==> config.mk <==
export PLATFORM = sky130hd
export DESIGN_NAME = urdr_rx
export DESIGN_NICKNAME = d
export VERILOG_FILES = /design/src/urdr_pkg.sv /design/src/urdr_rx.sv
export SDC_FILE = /design/constraint.sdc
export NUM_CORES = 1
export LEC_CHECK = 0
export ABC_AREA = 1
export BUFFER_PORTS_ARGS = -buffer_cell sky130_fd_sc_hd__clkbuf_2
export CAP_MARGIN = 10
export CELL_PAD_IN_SITES_DETAIL_PLACEMENT = 1
export CELL_PAD_IN_SITES_GLOBAL_PLACEMENT = 1
export CORE_ASPECT_RATIO = 1.75
export CORE_MARGIN = 2
export CORE_UTILIZATION = 48
export CTS_BUF_LIST = sky130_fd_sc_hd__clkbuf_8
export DETAILED_ROUTE_END_ITERATION = 10
export GPL_TIMING_DRIVEN = 1
export PLACE_DENSITY = 0.95
export SYNTH_ARGS = -nofsm -noshare
export SYNTH_HDL_FRONTEND = slang
export SYNTH_SLANG_ARGS = --single-unit
==> constraint.sdc <==
create_clock -name pclk -period 3.6 [get_ports pclk]
set_input_delay 0.18 -clock pclk [delete_from_list [all_inputs] [get_ports pclk]]
set_output_delay 0.18 -clock pclk [all_outputs]
set_load 0.1 [all_outputs]
==> src/urdr_pkg.sv <==
// urdr_pkg: constants, field layouts and types for the receive data recovery block
// assumes a single pclk domain; apb slave with 32-bit data
package urdr_pkg;

  // ----------------------------------------------------------------
  // register map (byte addresses)
  // ----------------------------------------------------------------
  localparam logic [11:0] URDR_CTRL_OFS   = 12'h000;
  localparam logic [11:0] URDR_BAUD_OFS   = 12'h004;
  localparam logic [11:0] URDR_STAT_OFS   = 12'h008;
  localparam logic [11:0] URDR_DATA_OFS   = 12'h00C;
  localparam logic [11:0] URDR_IRQST_OFS  = 12'h010;
  localparam logic [11:0] URDR_IRQEN_OFS  = 12'h014;
  localparam logic [11:0] URDR_IRQCLR_OFS = 12'h018;

  // ----------------------------------------------------------------
  // fields and reset values
  // ----------------------------------------------------------------
  localparam int          URDR_CTRL_EN_BIT   = 0;
  localparam int          URDR_CTRL_LEN9_BIT = 1;
  localparam logic [15:0] URDR_BAUD_RESET    = 16'h0001;
  localparam int          URDR_ST_FULL_BIT   = 0;
  localparam int          URDR_ST_FE_BIT     = 1;
  localparam int          URDR_ST_NF_BIT     = 2;
  localparam int          URDR_ST_BUSY_BIT   = 3;
  localparam int          URDR_DATA_NINTH    = 8;
  localparam int          URDR_IRQ_W         = 3;

  // ----------------------------------------------------------------
  // oversampling figures
  // ----------------------------------------------------------------
  localparam logic [3:0] URDR_TICKS_PER_BIT = 4'hF;  // last tick index, 16 ticks
  localparam logic [3:0] URDR_T_V1          = 4'h3;
  localparam logic [3:0] URDR_T_V2          = 4'h5;
  localparam logic [3:0] URDR_T_V3          = 4'h7;
  localparam logic [3:0] URDR_T_S8          = 4'h8;
  localparam logic [3:0] URDR_T_S9          = 4'h9;
  localparam logic [3:0] URDR_T_S10         = 4'hA;
  localparam logic [3:0] URDR_DATA_BITS8    = 4'h8;
  localparam logic [3:0] URDR_DATA_BITS9    = 4'h9;

  // ----------------------------------------------------------------
  // types
  // ----------------------------------------------------------------
  typedef enum logic [2:0] {
    URDR_IDLE,
    URDR_START,
    URDR_DATA,
    URDR_STOP
  } urdr_state_t;

  typedef struct packed {
    logic [8:0] data;
    logic       framing_error;
    logic       noise;
  } urdr_char_t;

  typedef struct packed {
    logic [11:0] paddr;
    logic        psel;
    logic        penable;
    logic        pwrite;
    logic [31:0] pwdata;
  } urdr_apb_req_t;

endpackage

==> src/urdr_rx.sv <==
// urdr_rx: receive data recovery with 16x oversampling, apb registers and interrupt
// assumes apb master on pclk; serial_in_pin is asynchronous to pclk
//
// Notes on behaviour
// - the line is sampled on every oversample tick, sixteen ticks per bit.
// - the tick counter restarts at each start edge and on a falling line edge after a decided 1 in the data bits.
// - a start bit is hunted as a low sample after three high samples, at any phase.
// - the falling edge of a candidate start begins a sixteen-tick bit period.
// - ticks 3, 5, 7 verify the start: at most one high accepts, exactly one high is noise.
// - two or more highs at ticks 3, 5, 7 abandon the start and resume hunting.
// - data bits take the majority of ticks 8, 9, 10 and disagreement flags noise.
// - highs at ticks 8, 9, 10 of a verified start flag noise yet reception goes on.
// - the stop bit majority low sets framing error, disagreement sets noise.
// - framing error is set whenever the stop slot is not high, breaks included.
// - framing error rises in the same cycle as the receive-full flag.
// - inside the data bits a falling edge after a decided 1, outside ticks 8 to 10, realigns the tick counter.
// - stop sampling ends at tick 154 for 8-bit and 170 for 9-bit characters.
// - a length select bit picks 8 or 9 data bits; the ninth goes to its own field.
// - a finished character moves to the receive data buffer and sets receive-full.
// - the noise flag covers start, data and stop bits of a character or break.
`timescale 1ns/1ps
module urdr_rx
  import urdr_pkg::*;
(
  // clock and reset
  input  wire logic         pclk,
  input  wire logic         presetn,
  // apb slave
  input  wire logic         psel,
  input  wire logic         penable,
  input  wire logic         pwrite,
  input  wire logic [11:0]  paddr,
  input  wire logic [31:0]  pwdata,
  output logic      [31:0]  prdata,
  output logic              pready,
  output logic              pslverr,
  // serial line and interrupt
  input  wire logic         serial_in_pin,
  output logic              irq
);

  // ----------------------------------------------------------------
  // helpers
  // ----------------------------------------------------------------
  // majority of three samples
  function automatic logic maj3(input logic [2:0] s);
    return (s[0] & s[1]) | (s[0] & s[2]) | (s[1] & s[2]);
  endfunction

  // three samples that do not all agree
  function automatic logic disagree3(input logic [2:0] s);
    return (s != 3'b000) && (s != 3'b111);
  endfunction

  // ----------------------------------------------------------------
  // pin synchroniser
  // ----------------------------------------------------------------
  logic sync1_reg;
  logic sync2_reg;

  // first stage feeds only the second
  always_ff @(posedge pclk or negedge presetn) begin
    if (!presetn) begin
      sync1_reg <= 1'b1;
      sync2_reg <= 1'b1;
    end else begin
      sync1_reg <= serial_in_pin;
      sync2_reg <= sync1_reg;
    end
  end

  // ----------------------------------------------------------------
  // registers
  // ----------------------------------------------------------------
  logic        enable_reg;
  logic        len9_reg;
  logic [15:0] baud_div_reg;
  logic [8:0]  receive_data_buffer_reg;
  logic        receive_full_flag_reg;
  logic        framing_error_flag_reg;
  logic        noise_flag_reg;
  logic [URDR_IRQ_W-1:0] irq_stat_reg;
  logic [URDR_IRQ_W-1:0] irq_en_reg;
  logic        busy_reg;

  logic apb_access;
  logic apb_wr;
  logic apb_rd;
  logic mapped;
  assign apb_access = psel & penable;
  assign apb_wr     = apb_access & pwrite;
  assign apb_rd     = apb_access & ~pwrite;
  assign mapped     = (paddr == URDR_CTRL_OFS)  || (paddr == URDR_BAUD_OFS)  ||
                      (paddr == URDR_STAT_OFS)  || (paddr == URDR_DATA_OFS)  ||
                      (paddr == URDR_IRQST_OFS) || (paddr == URDR_IRQEN_OFS) ||
                      (paddr == URDR_IRQCLR_OFS);

  // ----------------------------------------------------------------
  // oversample tick divider
  // ----------------------------------------------------------------
  logic [15:0] div_reg;
  logic        oversample_tick;

  // one pclk pulse per tick; the divider value is 16x baud already
  always_ff @(posedge pclk or negedge presetn) begin
    if (!presetn) begin
      div_reg         <= 16'h0000;
      oversample_tick <= 1'b0;
    end else if (!enable_reg || div_reg >= baud_div_reg) begin
      div_reg         <= 16'h0000;
      oversample_tick <= enable_reg;
    end else begin
      div_reg         <= div_reg + 16'h0001;
      oversample_tick <= 1'b0;
    end
  end

  // ----------------------------------------------------------------
  // recovery state machine
  // ----------------------------------------------------------------
  urdr_state_t state_reg;
  logic [3:0]  tick_reg;
  logic [3:0]  bit_cnt_reg;
  logic [2:0]  hist_reg;
  logic [2:0]  samp_reg;
  logic [8:0]  shift_reg;
  logic        prev_bit_reg;
  logic        char_nf_reg;
  logic        done_reg;
  urdr_char_t  done_char_reg;

  logic [3:0] nbits;
  logic       bit_val;
  logic [2:0] samp_next;
  logic       line_fall;
  assign nbits     = len9_reg ? URDR_DATA_BITS9 : URDR_DATA_BITS8;
  assign samp_next = {samp_reg[1:0], sync2_reg};
  assign bit_val   = maj3(samp_next);
  assign line_fall = (hist_reg == 3'b111) && !sync2_reg;

  // one tick per step; samples taken at ticks 8..10 drive decisions at tick 10
  always_ff @(posedge pclk or negedge presetn) begin
    if (!presetn) begin
      state_reg     <= URDR_IDLE;
      tick_reg      <= 4'h0;
      bit_cnt_reg   <= 4'h0;
      hist_reg      <= 3'b111;
      samp_reg      <= 3'b000;
      shift_reg     <= 9'h000;
      prev_bit_reg  <= 1'b0;
      char_nf_reg   <= 1'b0;
      done_reg      <= 1'b0;
      done_char_reg <= '0;
    end else begin
      done_reg <= 1'b0;
      if (!enable_reg) begin
        state_reg <= URDR_IDLE;
        hist_reg  <= 3'b111;
      end else if (oversample_tick) begin
        hist_reg <= {hist_reg[1:0], sync2_reg};
        tick_reg <= tick_reg + 4'h1;
        case (state_reg)
          URDR_IDLE: begin
            // phase-free hunt for 1,1,1 then 0
            if (line_fall) begin
              state_reg   <= URDR_START;
              tick_reg    <= 4'h2;  // edge sample counts as tick 1
              char_nf_reg <= 1'b0;
              samp_reg    <= 3'b000;
            end
          end
          URDR_START: begin
            if (tick_reg == URDR_T_V1 || tick_reg == URDR_T_V2 || tick_reg == URDR_T_V3 ||
                tick_reg == URDR_T_S8 || tick_reg == URDR_T_S9 || tick_reg == URDR_T_S10) begin
              samp_reg <= samp_next;
            end
            if (tick_reg == URDR_T_V3) begin
              if (maj3(samp_next)) begin
                state_reg <= URDR_IDLE;
                tick_reg  <= 4'h0;
              end else if (samp_next != 3'b000) begin
                char_nf_reg <= 1'b1;
              end
            end
            if (tick_reg == URDR_T_S10 && samp_next != 3'b000) begin
              char_nf_reg <= 1'b1;  // still a start bit
            end
            if (tick_reg == URDR_TICKS_PER_BIT) begin
              state_reg    <= URDR_DATA;  // counter wraps to 0
              bit_cnt_reg  <= 4'h0;
              prev_bit_reg <= 1'b0;
            end
          end
          URDR_DATA: begin
            // realign on a decided 1 followed by a low line
            // a fast sender's edge lands after tick 10, a slow one's before tick 8
            if (prev_bit_reg && line_fall &&
                (tick_reg < URDR_T_S8 || tick_reg > URDR_T_S10)) begin
              tick_reg <= 4'h2;
              if (bit_cnt_reg == nbits) begin
                state_reg <= URDR_STOP;  // early edge of a low stop slot
              end
            end
            if (tick_reg == URDR_T_S8 || tick_reg == URDR_T_S9 || tick_reg == URDR_T_S10) begin
              samp_reg <= samp_next;
            end
            if (tick_reg == URDR_T_S10) begin
              // lsb first into the top, shifted down
              shift_reg    <= {bit_val, shift_reg[8:1]};
              prev_bit_reg <= bit_val;
              if (disagree3(samp_next)) begin
                char_nf_reg <= 1'b1;
              end
              bit_cnt_reg <= bit_cnt_reg + 4'h1;
            end
            if (tick_reg == URDR_TICKS_PER_BIT && bit_cnt_reg == nbits) begin
              state_reg <= URDR_STOP;
            end
          end
          URDR_STOP: begin
            if (tick_reg == URDR_T_S8 || tick_reg == URDR_T_S9 || tick_reg == URDR_T_S10) begin
              samp_reg <= samp_next;
            end
            // tick 10 of the stop slot: 154 or 170 ticks after the edge
            if (tick_reg == URDR_T_S10) begin
              state_reg                   <= URDR_IDLE;
              done_reg                    <= 1'b1;
              done_char_reg.framing_error <= !bit_val;
              done_char_reg.noise         <= char_nf_reg | disagree3(samp_next);
              done_char_reg.data          <= len9_reg ? shift_reg : {1'b0, shift_reg[8:1]};
              hist_reg                    <= 3'b000;  // need three highs before a new start
            end
          end
          default: begin
            state_reg <= URDR_IDLE;
          end
        endcase
      end
    end
  end

  // ----------------------------------------------------------------
  // status and data buffer
  // ----------------------------------------------------------------
  logic rd_data;
  assign rd_data = apb_rd && pready && (paddr == URDR_DATA_OFS);

  // a new character wins over the read that clears the flags
  always_ff @(posedge pclk or negedge presetn) begin
    if (!presetn) begin
      receive_data_buffer_reg <= 9'h000;
      receive_full_flag_reg   <= 1'b0;
      framing_error_flag_reg  <= 1'b0;
      noise_flag_reg          <= 1'b0;
    end else if (done_reg) begin
      receive_data_buffer_reg <= done_char_reg.data;
      receive_full_flag_reg   <= 1'b1;
      framing_error_flag_reg  <= done_char_reg.framing_error;
      noise_flag_reg          <= done_char_reg.noise;
    end else if (rd_data) begin
      receive_full_flag_reg  <= 1'b0;
      framing_error_flag_reg <= 1'b0;
      noise_flag_reg         <= 1'b0;
    end
  end

  // busy shown while a character is in flight
  always_ff @(posedge pclk or negedge presetn) begin
    if (!presetn) begin
      busy_reg <= 1'b0;
    end else begin
      busy_reg <= (state_reg != URDR_IDLE);
    end
  end

  // ----------------------------------------------------------------
  // control registers
  // ----------------------------------------------------------------
  logic wr_ok;
  assign wr_ok = apb_wr && pready;

  // control and baud writes
  always_ff @(posedge pclk or negedge presetn) begin
    if (!presetn) begin
      enable_reg   <= 1'b0;
      len9_reg     <= 1'b0;
      baud_div_reg <= URDR_BAUD_RESET;
      irq_en_reg   <= '0;
    end else if (wr_ok) begin
      if (paddr == URDR_CTRL_OFS) begin
        enable_reg <= pwdata[URDR_CTRL_EN_BIT];
        len9_reg   <= pwdata[URDR_CTRL_LEN9_BIT];
      end
      if (paddr == URDR_BAUD_OFS) begin
        baud_div_reg <= pwdata[15:0];
      end
      if (paddr == URDR_IRQEN_OFS) begin
        irq_en_reg <= pwdata[URDR_IRQ_W-1:0];
      end
    end
  end

  // ----------------------------------------------------------------
  // interrupt: sticky events, write-one-to-clear, set wins
  // ----------------------------------------------------------------
  logic [URDR_IRQ_W-1:0] irq_set;
  logic [URDR_IRQ_W-1:0] irq_clr;
  assign irq_set = {3{done_reg}} & {done_char_reg.noise, done_char_reg.framing_error, 1'b1};
  assign irq_clr = (wr_ok && paddr == URDR_IRQCLR_OFS) ? pwdata[URDR_IRQ_W-1:0] : '0;

  always_ff @(posedge pclk or negedge presetn) begin
    if (!presetn) begin
      irq_stat_reg <= '0;
      irq          <= 1'b0;
    end else begin
      irq_stat_reg <= (irq_stat_reg & ~irq_clr) | irq_set;
      irq          <= |(((irq_stat_reg & ~irq_clr) | irq_set) & irq_en_reg);
    end
  end

  // ----------------------------------------------------------------
  // apb answer: one wait state, data registered
  // ----------------------------------------------------------------
  always_ff @(posedge pclk or negedge presetn) begin
    if (!presetn) begin
      pready  <= 1'b0;
      pslverr <= 1'b0;
      prdata  <= 32'h0000_0000;
    end else begin
      pready  <= apb_access && !pready;
      pslverr <= apb_access && !pready && !mapped;
      prdata  <= 32'h0000_0000;
      if (apb_rd && !pready) begin
        case (paddr)
          URDR_CTRL_OFS:  prdata <= {30'h0, len9_reg, enable_reg};
          URDR_BAUD_OFS:  prdata <= {16'h0, baud_div_reg};
          URDR_STAT_OFS:  prdata <= {28'h0, busy_reg, noise_flag_reg,
                                     framing_error_flag_reg, receive_full_flag_reg};
          URDR_DATA_OFS:  prdata <= {23'h0, receive_data_buffer_reg};
          URDR_IRQST_OFS: prdata <= {29'h0, irq_stat_reg};
          URDR_IRQEN_OFS: prdata <= {29'h0, irq_en_reg};
          default:        prdata <= 32'h0000_0000;
        endcase
      end
    end
  end

endmodule

Word level (Yosys, flattened, before mapping)
Cells that the tools add are included.
{"block": "totals", "elab_cells": 192, "input_bits": 50, "reg_bits": 130}
{"block": "classes", "n_bitwise": 15, "reduce_logical": 53, "addsub": 3, "order_cmp": 3, "mux": 53, "eq_ne": 35}
{"cell": "one-hot mux 16 bit (6 select lines)", "n": 1}
{"cell": "two-way mux 3 bit", "n": 15}
{"cell": "equality test 12 x 5 -> 1 bit (second input constant)", "n": 3}
{"cell": "two-way mux 32 bit", "n": 1}
{"cell": "equality test 12 x 4 -> 1 bit (second input constant)", "n": 2}
{"cell": "two-way mux 4 bit", "n": 6}
{"cell": "two-way mux 1 bit", "n": 19}
{"cell": "inequality test 3 bit (second input constant)", "n": 6}
{"cell": "adder 16 x 1 -> 16 bit (second input constant)", "n": 1}
{"cell": "equality test 4 bit (second input constant)", "n": 4}
{"cell": "greater-or-equal comparator 16 bit", "n": 1}
{"cell": "two-way mux 16 bit", "n": 1}
{"cell": "inequality test 4 bit (second input constant)", "n": 4}
{"cell": "logical OR 1 bit", "n": 15}
{"cell": "logical AND 1 bit", "n": 13}
{"cell": "equality test 12 x 3 -> 1 bit (second input constant)", "n": 1}
{"cell": "logical NOT 12 bit", "n": 1}
{"cell": "one-hot mux 3 bit (4 select lines)", "n": 1}
{"cell": "one-hot mux 4 bit (3 select lines)", "n": 1}
{"cell": "nonzero test 3 bit", "n": 4}
{"cell": "inequality test 2 bit (second input constant)", "n": 5}
{"cell": "bitwise AND 3 bit", "n": 3}
{"cell": "two-way mux 9 bit", "n": 1}
{"cell": "AND reduction 9 bit", "n": 1}
{"cell": "30 further kinds", "n": 52}

Depth between registers and ports, before layout
Gate-level depths: netlist of the first run.
{"block": "logic_depth", "ltp_word": 10, "ltp_mapped": 12, "depth_no_buf": 12}

Least setup slack after synthesis of the first run
Ideal clock, no wire load.
{"block": "synth_path", "kind": "reg2reg", "start": "reg pready", "end": "reg baud_div_reg[10]", "path_stages_with_launch": 7, "period_less_slack_ns": 2.039, "setup_slack_ns": 1.561, "t_required_ns": 3.483, "arrival_ns": 1.922, "setup_ns": 0.117, "cell_sequence": "dfrtp_1 -> nand3_1 -> nor2_1 -> nand2_2 -> buf_6 -> nand2_1 -> nand2_1"}
{"block": "synth_via", "elab_chain_len": 2}
{"item": "start: declaration", "line_no": "urdr_rx.sv:35", "rtl": "output logic pready,"}
{"item": "start signal: assignment", "line_no": "urdr_rx.sv:330", "rtl": "pready <= apb_access && !pready;"}
{"item": "logical AND 1 bit", "line_no": "urdr_rx.sv:280", "rtl": "assign wr_ok = apb_wr && pready;"}
{"item": "AND reduction 2 bit (no source line)"}
{"item": "end signal: assignment", "line_no": "urdr_rx.sv:295", "rtl": "baud_div_reg <= pwdata[15:0];"}
{"item": "end: declaration", "line_no": "urdr_rx.sv:77", "rtl": "logic [15:0] baud_div_reg;"}
No other way between the ends.
A chain may end at the register's enable or synchronous reset.

Worst setup path after layout of the first run
{"block": "layout_path", "start": "reg div_reg[11]", "end": "reg div_reg[15]"}
{"block": "layout_via", "elab_chain_len": 3}
{"item": "start: declaration", "line_no": "urdr_rx.sv:101", "rtl": "logic [15:0] div_reg;"}
{"item": "start signal: assignment", "line_no": "urdr_rx.sv:113", "rtl": "div_reg <= div_reg + 16'h0001;"}
{"item": "greater-or-equal comparator 16 bit", "line_no": "urdr_rx.sv:109", "rtl": "end else if (!enable_reg || div_reg >= baud_div_reg) begin"}
{"item": "logical OR 1 bit", "line_no": "urdr_rx.sv:109"}
{"item": "two-way mux 16 bit (*)", "line_no": "urdr_rx.sv:109"}
Mark *: on every way between the ends. The rest lies on a longest branch, timed or not.

==> flow_summary.json, run 1 <==
{
  "die_x_um": 87.2,
  "crit_fanout": 16,
  "setup_tns_ns": 0,
  "root_buffer": "clkbuf_8",
  "num-fill-cells": 1429,
  "dpl.cell_count": 879,
  "synth.area.top_cells": "dfrtp_1, nand2_1, inv_1, ha_1, nand3_1",
  "drc": 0,
  "avgSynthCellArea_sq_um": 8.30,
  "grt_pass1_vias": 5980,
  "slew_violations": 0,
  "yosys_most_used_dff": "dfrtp_1",
  "p_comb_share_pct": 6.4,
  "critPathRequiredTime_ns": 3.93,
  "initial_core_util_pct": 48.8,
  "hold_depth": 3,
  "cts_sinks": 113,
  "cts_resized": 0,
  "synth_top_area_cell": "dfrtp_1",
  "met2_usage_pct": 55.8,
  "worstMarginPinSlew_ns": 1.05,
  "num_io_pins": 85,
  "switchingPower_mw": 0.667,
  "antenna_left": 0,
  "synthesis.area_sq_um": 5820,
  "yosysWarnings": 0,
  "dpl_cell_area_sq_um": 6130,
  "fin_crit_sh_pct": 69.2,
  "grt_remaining_overflow": 0,
  "post-dp-hpwl_um": 12000,
  "grt.total_usage_pct": 28.9,
  "status": "finished, final reports clean",
  "drive_above_1_share_pct": 13.3,
  "hold_class": "in -> reg",
  "slowest_delay_ns": 0.65,
  "h-tree-depth": 4,
  "insertedDiodeCount": 0,
  "grt_antenna_before_repair": 0,
  "drt_iter0_drc": 319,
  "switching_share_pct": 24.2,
  "pwr_density_cell_nw_per_um2": 409,
  "ys_top_cells_by_count": "nand2_1, dfrtp_1, inv_1",
  "crit_arrival_ns": 2.82,
  "cts_inserted_buffers": 17,
  "yosysMostFrequentCell": "nand2_1",
  "setup_slack_ns": 1.11,
  "grt.busiest_layer": "met2",
  "reg2reg_depth": 6,
  "skew_ns": 0.00922,
  "p_int_mw": 2.09,
  "pwr-share-seq_pct": 46.3,
  "synth_top_cell_area_share_pct": 46.0,
  "rows": 53,
  "final_nets": 853,
  "max_slew_margin_pct": 30.0,
  "met3_usage_pct": 5.96,
  "slowest_stage": "nand4_1",
  "clkTransAtPathRegs_ns": 0.07,
  "period_needed_ns": 2.49,
  "drt_first_pass_iters": 4,
  "ys_seq_area_share_pct": 48.7,
  "wl_per_cell_um": 19.2,
  "num_vias": 5295,
  "critPathKind": "reg -> reg",
  "ir_worst_vdd_mv": 0.289,
  "end_kind": "register",
  "grt_start_max_net_pins": 82,
  "finalSetupViolCount": 0,
  "hold_viol": 0,
  "synth_cell_types": 40,
  "fin_util_pct": 56.4,
  "critPathLaunchType": "register",
  "path_common_cell": "a21oi_1",
  "areaGrowthSynthToFinish_pct": 15.7,
  "ys_seq_elements": 113,
  "p_clk_share_pct": 47.3,
  "max_freq_ghz": 0.401,
  "async_flop_share_pct": 100,
  "dp_slack_ns": 1.30,
  "cts_tree": "yes",
  "portBuffers": 52,
  "synth_edf_count": 0,
  "p_leak_nw": 3.27,
  "clk-insertion-delay-late_ns": 0.44,
  "synth_cells": 701,
  "dieArea_sq_um": 13100,
  "place.gp.congestion": 0.873,
  "stdcell_area_sq_um": 6730,
  "crit_chain": "ha_1 > a21oi_1 > o21ai_0 > a21oi_1 > nand4_1 > nor2_1",
  "vias_per_cell": 5.71,
  "met1_usage_pct": 26.4,
  "rsz0062_at_grt": "no",
  "die_h_um": 150,
  "drv_cap": 0,
  "finalWirelength_um": 17800,
  "coreArea_sq_um": 11900,
  "clockBufferDepth": 2,
  "final_cell_count_no_fill": 928,
  "grt_pass1_wl_um": 28700
}
routing by layer:
layer	vias to the layer above	part of all wire [%]	wire (um)
met2	175	57	10100
met3	93	3.1	557
met5	-	0	0
met1	2620	34	5980
li1	2407	-	-
met4	0	6.5	1160
cell usage in the layout, fill, tap and decap left out, drive strengths merged:
cell type	instances
o21a	1
nor3	18
o31ai	3
a221oi	2
a211oi	2
clkinvlp	2
ha	25
conb	16
o22ai	6
inv	91
xnor2	6
or2	1
nor2	80
a22oi	1
o21ai	44
nand4	21
clkinv	8
a31oi	7
xor2	10
dlygate4sd3	17
clkbuf	70
a21oi	18
o21bai	1
nand2	158
o211ai	2
buf	4
dfrtp	107
nand3	58
dfstp	6
bufinv	4
a31o	1
nand3b	1
cell families (layout without fill, tap and decap cells):
group / Yosys count / count (layout) / share of synthesized area (%)
AND/OR/NAND/NOR: 337 / 337 / 25.5
buffers and inverters: 121 / 196 / 9.44
flip-flops: 113 / 113 / 48.7
AO/OA/AOI/OAI: 88 / 88 / 8.47
adder cells (fa/ha/maj): 25 / 25 / 5.38
XOR/XNOR: 16 / 16 / 2.41
other: 1 / 16 / 0.0644
cell type report:
| class | count | area (sq um) | share of cell area (%) |
|---|---|---|---|
| repair buffers | 72 | 455 | 6.77 |
| clock inverters | 13 | 168 | 2.49 |
| flip-flops and latches | 113 | 2840 | 42.1 |
| well taps | 137 | 171 | 2.55 |
| inverters | 92 | 348 | 5.17 |
| clock buffers | 19 | 262 | 3.89 |
| multi-input cells | 482 | 2490 | 37.0 |
power by group through the flow:
stage          Clock [mW]  Sequential [mW]  Combinational [mW]
2_1_floorplan           0             1.31               0.106
3_3_place_gp            0             1.30               0.154
3_5_place_dp            0             1.30               0.158
4_1_cts              1.32             1.28               0.174
5_1_grt              1.37             1.27               0.187
6_report             1.30             1.28               0.176
path summary, 6_finish.rpt:
check	start	to	slack, ns
hold / removal	pwdata[2]	baud_div_reg[2]	0.05
max in group asynchronous	presetn	baud_div_reg[0]	2.18
hold reg to reg	sync1_reg	sync2_reg	0.36
min in group asynchronous	presetn	baud_div_reg[14]	0.43
setup / recovery	div_reg[11]	div_reg[15]	1.11
setup reg to reg	div_reg[11]	div_reg[15]	1.11
repair_timing:
action / in CTS / in global routing
endpoints found under the setup margin: 0 / 0
endpoints found under the hold margin: 89 / 0
buffers inserted: 0 / 0
hold buffers: 17 / 0
per-stage QoR:
stage | hold slack (ns) | power (mW)
6_report | 0.0527 | 2.75
5_1_grt | 0.0970 | 2.83
4_1_cts | 0.0264 | 2.77
3_5_place_dp | 0.273 | 1.46
3_3_place_gp | 0.270 | 1.45
2_1_floorplan | -0.116 | 1.41
critical path: cells and delay by family, from the launching register on:
family | cells | cell delay [ns]
adders and majority gates | 1 | 0.34
and+or+nand+nor | 2 | 1.04
AOI/OAI and AO/OA | 3 | 0.56
DFF | 1 | 0.43
(Power assumes the default switching activity.)
==> run 2: changes to the inputs <==
Settings changed: CORE_UTILIZATION 48 to 40, PLACE_DENSITY 0.95 to 0.87.
Clock period 3.6 ns to 2.17 ns, I/O delays scaled along.
==> run 2 against run 1 <==
Via count fell by 3.6%. First-iteration DRC count shrank 30%. Cell area rose by 2.2%. Clock power rose by 57%. Worst hold slack improved by 0.038 ns. Wire length shrank 7.8%. Sequential share of layout area decreased by 0.89 points. Sequential power increased by 65%. Count of clock-buffer cells in the layout down 2. Critical path type is now in -> reg. Final cell count grew 6.0%.
==> flow_summary.json, run 2 (same netlist as run 1, synthesis figures left out) <==
{
  "status": "finished, final reports clean",
  "skew_ns": 0.0103,
  "slew_violations": 0,
  "dieArea_sq_um": 15600,
  "ir_worst_vdd_mv": 0.336,
  "rr_endpoint": "baud_div_reg[0]",
  "clockBufferDepth": 2,
  "final_common_cell": "nand2_1",
  "stdcell_area_sq_um": 6880,
  "cts_sinks": 113,
  "crit_fanout": 9,
  "num_io_pins": 85,
  "multi_input_area_sq_um": 2490,
  "num_vias": 5106,
  "rsz0062_at_grt": "no",
  "grt_remaining_overflow": 0,
  "grt_pass1_wl_um": 26700,
  "cts_inserted_buffers": 17,
  "max_slew_margin_pct": 60.8,
  "post-dp-hpwl_um": 12200,
  "drt_iter0_drc": 222,
  "antenna_left": 0,
  "die_x_um": 95.2,
  "max_freq_ghz": 0.536,
  "drt_first_pass_iters": 4,
  "period_needed_ns": 1.87,
  "setup_tns_ns": 0,
  "pwr_density_cell_nw_per_um2": 648,
  "root_buffer": "clkbuf_8",
  "grt_pass1_vias": 5694,
  "wl_per_cell_um": 16.7,
  "finalSetupViolCount": 0,
  "critPathLaunchType": "input port",
  "hold_class": "in -> reg",
  "final_cell_count_no_fill": 984,
  "areaGrowthSynthToFinish_pct": 18.1,
  "worstMarginPinSlew_ns": 0.585,
  "drive_above_1_share_pct": 14.4,
  "dpl_cell_area_sq_um": 6270,
  "rows": 58,
  "fin_crit_sh_pct": 86.0,
  "p_leak_nw": 3.32,
  "vias_per_cell": 5.19,
  "critPathRequiredTime_ns": 2.51,
  "portBuffers": 52,
  "grt_start_max_net_pins": 51,
  "die_h_um": 164,
  "cts_resized": 0,
  "clkTransAtPathRegs_ns": 0.07,
  "hold_depth": 4,
  "crit_arrival_ns": 2.21,
  "drc": 0,
  "reg2reg_from": "pready",
  "total_power_mw": 4.45,
  "grt_antenna_before_repair": 0,
  "place.gp.congestion": 0.862,
  "grt.total_usage_pct": 22.6,
  "dpl.cell_count": 932,
  "reg2reg_depth": 4,
  "cts_setup_buffers": 0,
  "clk-insertion-delay-late_ns": 0.44,
  "h-tree-depth": 4,
  "cts_tree": "yes",
  "num-fill-cells": 1728,
  "hold_end": "prdata[0]",
  "register_area_sq_um": 2840,
  "final_cell_mix": "nand2_1, dfrtp_1, inv_1, nor2_1, nand3_1",
  "finalWirelength_um": 16400,
  "cts_hold_buf": 20,
  "insertedDiodeCount": 0,
  "initial_core_util_pct": 40.7,
  "coreArea_sq_um": 14300,
  "end_kind": "register",
  "hold_viol": 0,
  "drv_cap": 0,
  "r2r_setup_slack_ns": 0.34,
  "critPathKind": "in -> reg",
  "hold_start": "pwrite",
  "final_nets": 866
}
-- run 2: worst max-delay path by stage --
stage	slack, ns	start	endpoint
finish	0.30	penable	prdata[15]
global route	0.12	penable	prdata[12]
CTS	0.33	baud_div_reg[15]	div_reg[11]
detailed placement	0.36	baud_div_reg[13]	div_reg[4]
global placement	0.45	div_reg[7]	div_reg[7]
floorplan	0.13	pready	baud_div_reg[10]
-- run 2: report_power, final --
part | leakage (nW) | internal [mW] | switching (mW)
clock | 0.207 | 1.13 | 0.913
combinational | 1.59 | 0.0636 | 0.232
sequential | 1.53 | 2.11 | 0.00321
total | 3.32 | 3.30 | 1.15
-- run 2: cell type report --
class | count | share of cell area, %
Clock buffer | 17 | 3.40
Timing Repair Buffer | 85 | 8.33
Inverter | 92 | 5.06
Multi-Input combinational cell | 482 | 36.2
Sequential cell | 113 | 41.2
Clock inverter | 15 | 2.46
Tap cell | 180 | 3.28
-- run 2: per-stage QoR --
stage	util (%)	hold WS (ns)	setup WS, ns
6_report	48.1	0.0911	0.304
5_1_grt	48.1	0.109	0.119
4_1_cts	48.1	0.0688	0.329
3_5_place_dp	43.9	0.120	0.357
3_3_place_gp	43.9	0.118	0.448
2_1_floorplan	-	-0.187	0.131
-- run 2: worst max-delay path: stages --
cell	delay, ns
dlygate4sd3_1	0.52
clkbuf_2	0.12
nand2_1	0.05
dlygate4sd3_1	0.55
nor2_1	0.14
inv_1	0.07
nor2_1	0.13
clkinv_1	0.26
nor3_1	0.28
-- run 2: layer usage --
layer | vias up | GRT usage [%] | share of wire (%)
met5 | - | 0 | 0
met4 | 0 | 12.5 | 4.9
met3 | 47 | 4.20 | 2.5
met2 | 117 | 44.9 | 58
met1 | 2509 | 20.3 | 34
li1 | 2433 | - | -
==> run 3: changes to the inputs <==
Settings changed: CORE_UTILIZATION 40 to 30, PLACE_DENSITY 0.87 to 0.71.
==> run 3 against run 2 <==
Fmax shrank 3.0%. Clock skew shrank 0.0011 ns. Register-to-register slack about the same. Non-clock buffer count is 1 higher. First-iteration DRC count down 59%. Utilization shrank 12 points. Setup slack worse by 0.058 ns. Critical path depth stayed put. Count of clock-buffer cells in the layout unchanged. Largest power group unchanged.
==> flow_summary.json, run 3 (same netlist as run 1, synthesis figures left out) <==
{
  "drt_iter0_drc": 91,
  "wl_per_cell_um": 14.7,
  "grt_antenna_before_repair": 0,
  "total_power_mw": 4.35,
  "finalWirelength_um": 15400,
  "die_h_um": 188,
  "pwr_density_cell_nw_per_um2": 627,
  "coreArea_sq_um": 19100,
  "critPathKind": "in -> reg",
  "dpl.cell_count": 994,
  "critPathLaunchType": "input port",
  "cts_tree": "yes",
  "status": "finished, final reports clean",
  "antenna_left": 0,
  "h-tree-depth": 4,
  "hold_class": "in -> async",
  "drt_first_pass_iters": 4,
  "max_freq_ghz": 0.520,
  "final_cell_count_no_fill": 1046,
  "drc": 0,
  "finalSetupViolCount": 0,
  "whs_ns": 0.0589,
  "skew_ns": 0.00917,
  "place.gp.congestion": 0.794,
  "fin_util_pct": 36.3,
  "clk-insertion-delay-late_ns": 0.46,
  "crit_arrival_ns": 2.29,
  "slew_violations": 0,
  "ir_worst_vdd_mv": 0.329,
  "dpl_cell_area_sq_um": 6360,
  "initial_core_util_pct": 30.4,
  "portBuffers": 52,
  "critPathRequiredTime_ns": 2.54,
  "rows": 67,
  "num_io_pins": 85,
  "root_buffer": "clkbuf_8",
  "post-dp-hpwl_um": 11900,
  "rsz0062_at_grt": "no",
  "cts_sinks": 113,
  "final_cell_mix": "nand2_1, dfrtp_1, inv_1, nor2_1, nand3_1",
  "areaGrowthSynthToFinish_pct": 19.3,
  "end_kind": "register",
  "stdcell_area_sq_um": 6940,
  "dr.max_layer_used": "met4",
  "cts_setup_buffers": 0,
  "grt_remaining_overflow": 0,
  "met2RoutedLength_um": 9250,
  "cts_inserted_buffers": 17,
  "hold_viol": 0,
  "dieArea_sq_um": 20600,
  "num_vias": 4909,
  "drive_above_1_share_pct": 14.7,
  "grt_pass1_wl_um": 25100,
  "fin_crit_sh_pct": 88.7,
  "die_x_um": 109,
  "final_nets": 867,
  "drv_cap": 0,
  "period_needed_ns": 1.92,
  "p_leak_nw": 3.31,
  "dp_slack_ns": 0.366,
  "crit_fanout": 9,
  "clockBufferDepth": 2,
  "routedLengthMet1_um": 5320,
  "insertedDiodeCount": 0,
  "wl_met3_um": 340,
  "grt.total_usage_pct": 16.0,
  "worstMarginPinSlew_ns": 0.569,
  "num-fill-cells": 2311,
  "vias_per_cell": 4.69,
  "setup_tns_ns": 0,
  "clkTransAtPathRegs_ns": 0.08,
  "grt_pass1_vias": 5266,
  "setup_slack_ns": 0.246,
  "final_common_cell": "nand2_1",
  "grt_start_max_net_pins": 53,
  "max_slew_margin_pct": 61.9
}
==> run 3: what timing repair did <==
| item | CTS | global route |
|---|---|---|
| hold endpoints to repair | 131 | 0 |
| resized for setup | 0 | 0 |
| hold buffers | 20 | 0 |
==> run 3: path summary, 6_finish.rpt <==
path,depth (start not counted),slack (ns),endpoint,start
max,9,0.25,prdata[12],penable
max in group asynchronous,3,1.46,sync2_reg,presetn
min,2,0.06,prdata[14],presetn
max reg2reg,9,0.35,div_reg[5],div_reg[7]
min in group pclk,4,0.10,prdata[1],pwrite
min reg2reg,0,0.36,sync2_reg,sync1_reg
==> run 3: worst max-delay path, stage by stage <==
cell	delay, ns
dlygate4sd3_1	0.53
clkbuf_2	0.12
nand2_1	0.05
dlygate4sd3_1	0.56
nor2_1	0.12
inv_1	0.07
nor2_1	0.15
clkinv_1	0.29
nor3_1	0.28
==> run 3: area by class of cell <==
| type | instances | area [sq um] | area share [%] |
|---|---|---|---|
| multi-input combinational | 482 | 2490 | 35.9 |
| clock buffer | 17 | 234 | 3.37 |
| clock inverter | 15 | 154 | 2.22 |
| timing repair buffer | 86 | 581 | 8.36 |
| tap | 241 | 302 | 4.34 |
| sequential | 113 | 2840 | 40.8 |
| inverter | 92 | 348 | 5.01 |
==> run 3: power by group <==
group / total, mW / switching, mW / internal [mW]
Clock: 1.94 / 1.01 / 0.938
Sequential: 2.11 / 0.00309 / 2.11
Combinational: 0.296 / 0.231 / 0.0647
Total: 4.35 / 1.24 / 3.11
==> run 3: routing by layer <==
| metal | track usage [%] | up-vias |
|---|---|---|
| met5 | 0 | - |
| met4 | 7.25 | 0 |
| met3 | 3.32 | 32 |
| met2 | 32.6 | 67 |
| met1 | 14.1 | 2385 |
| li1 | - | 2425 |
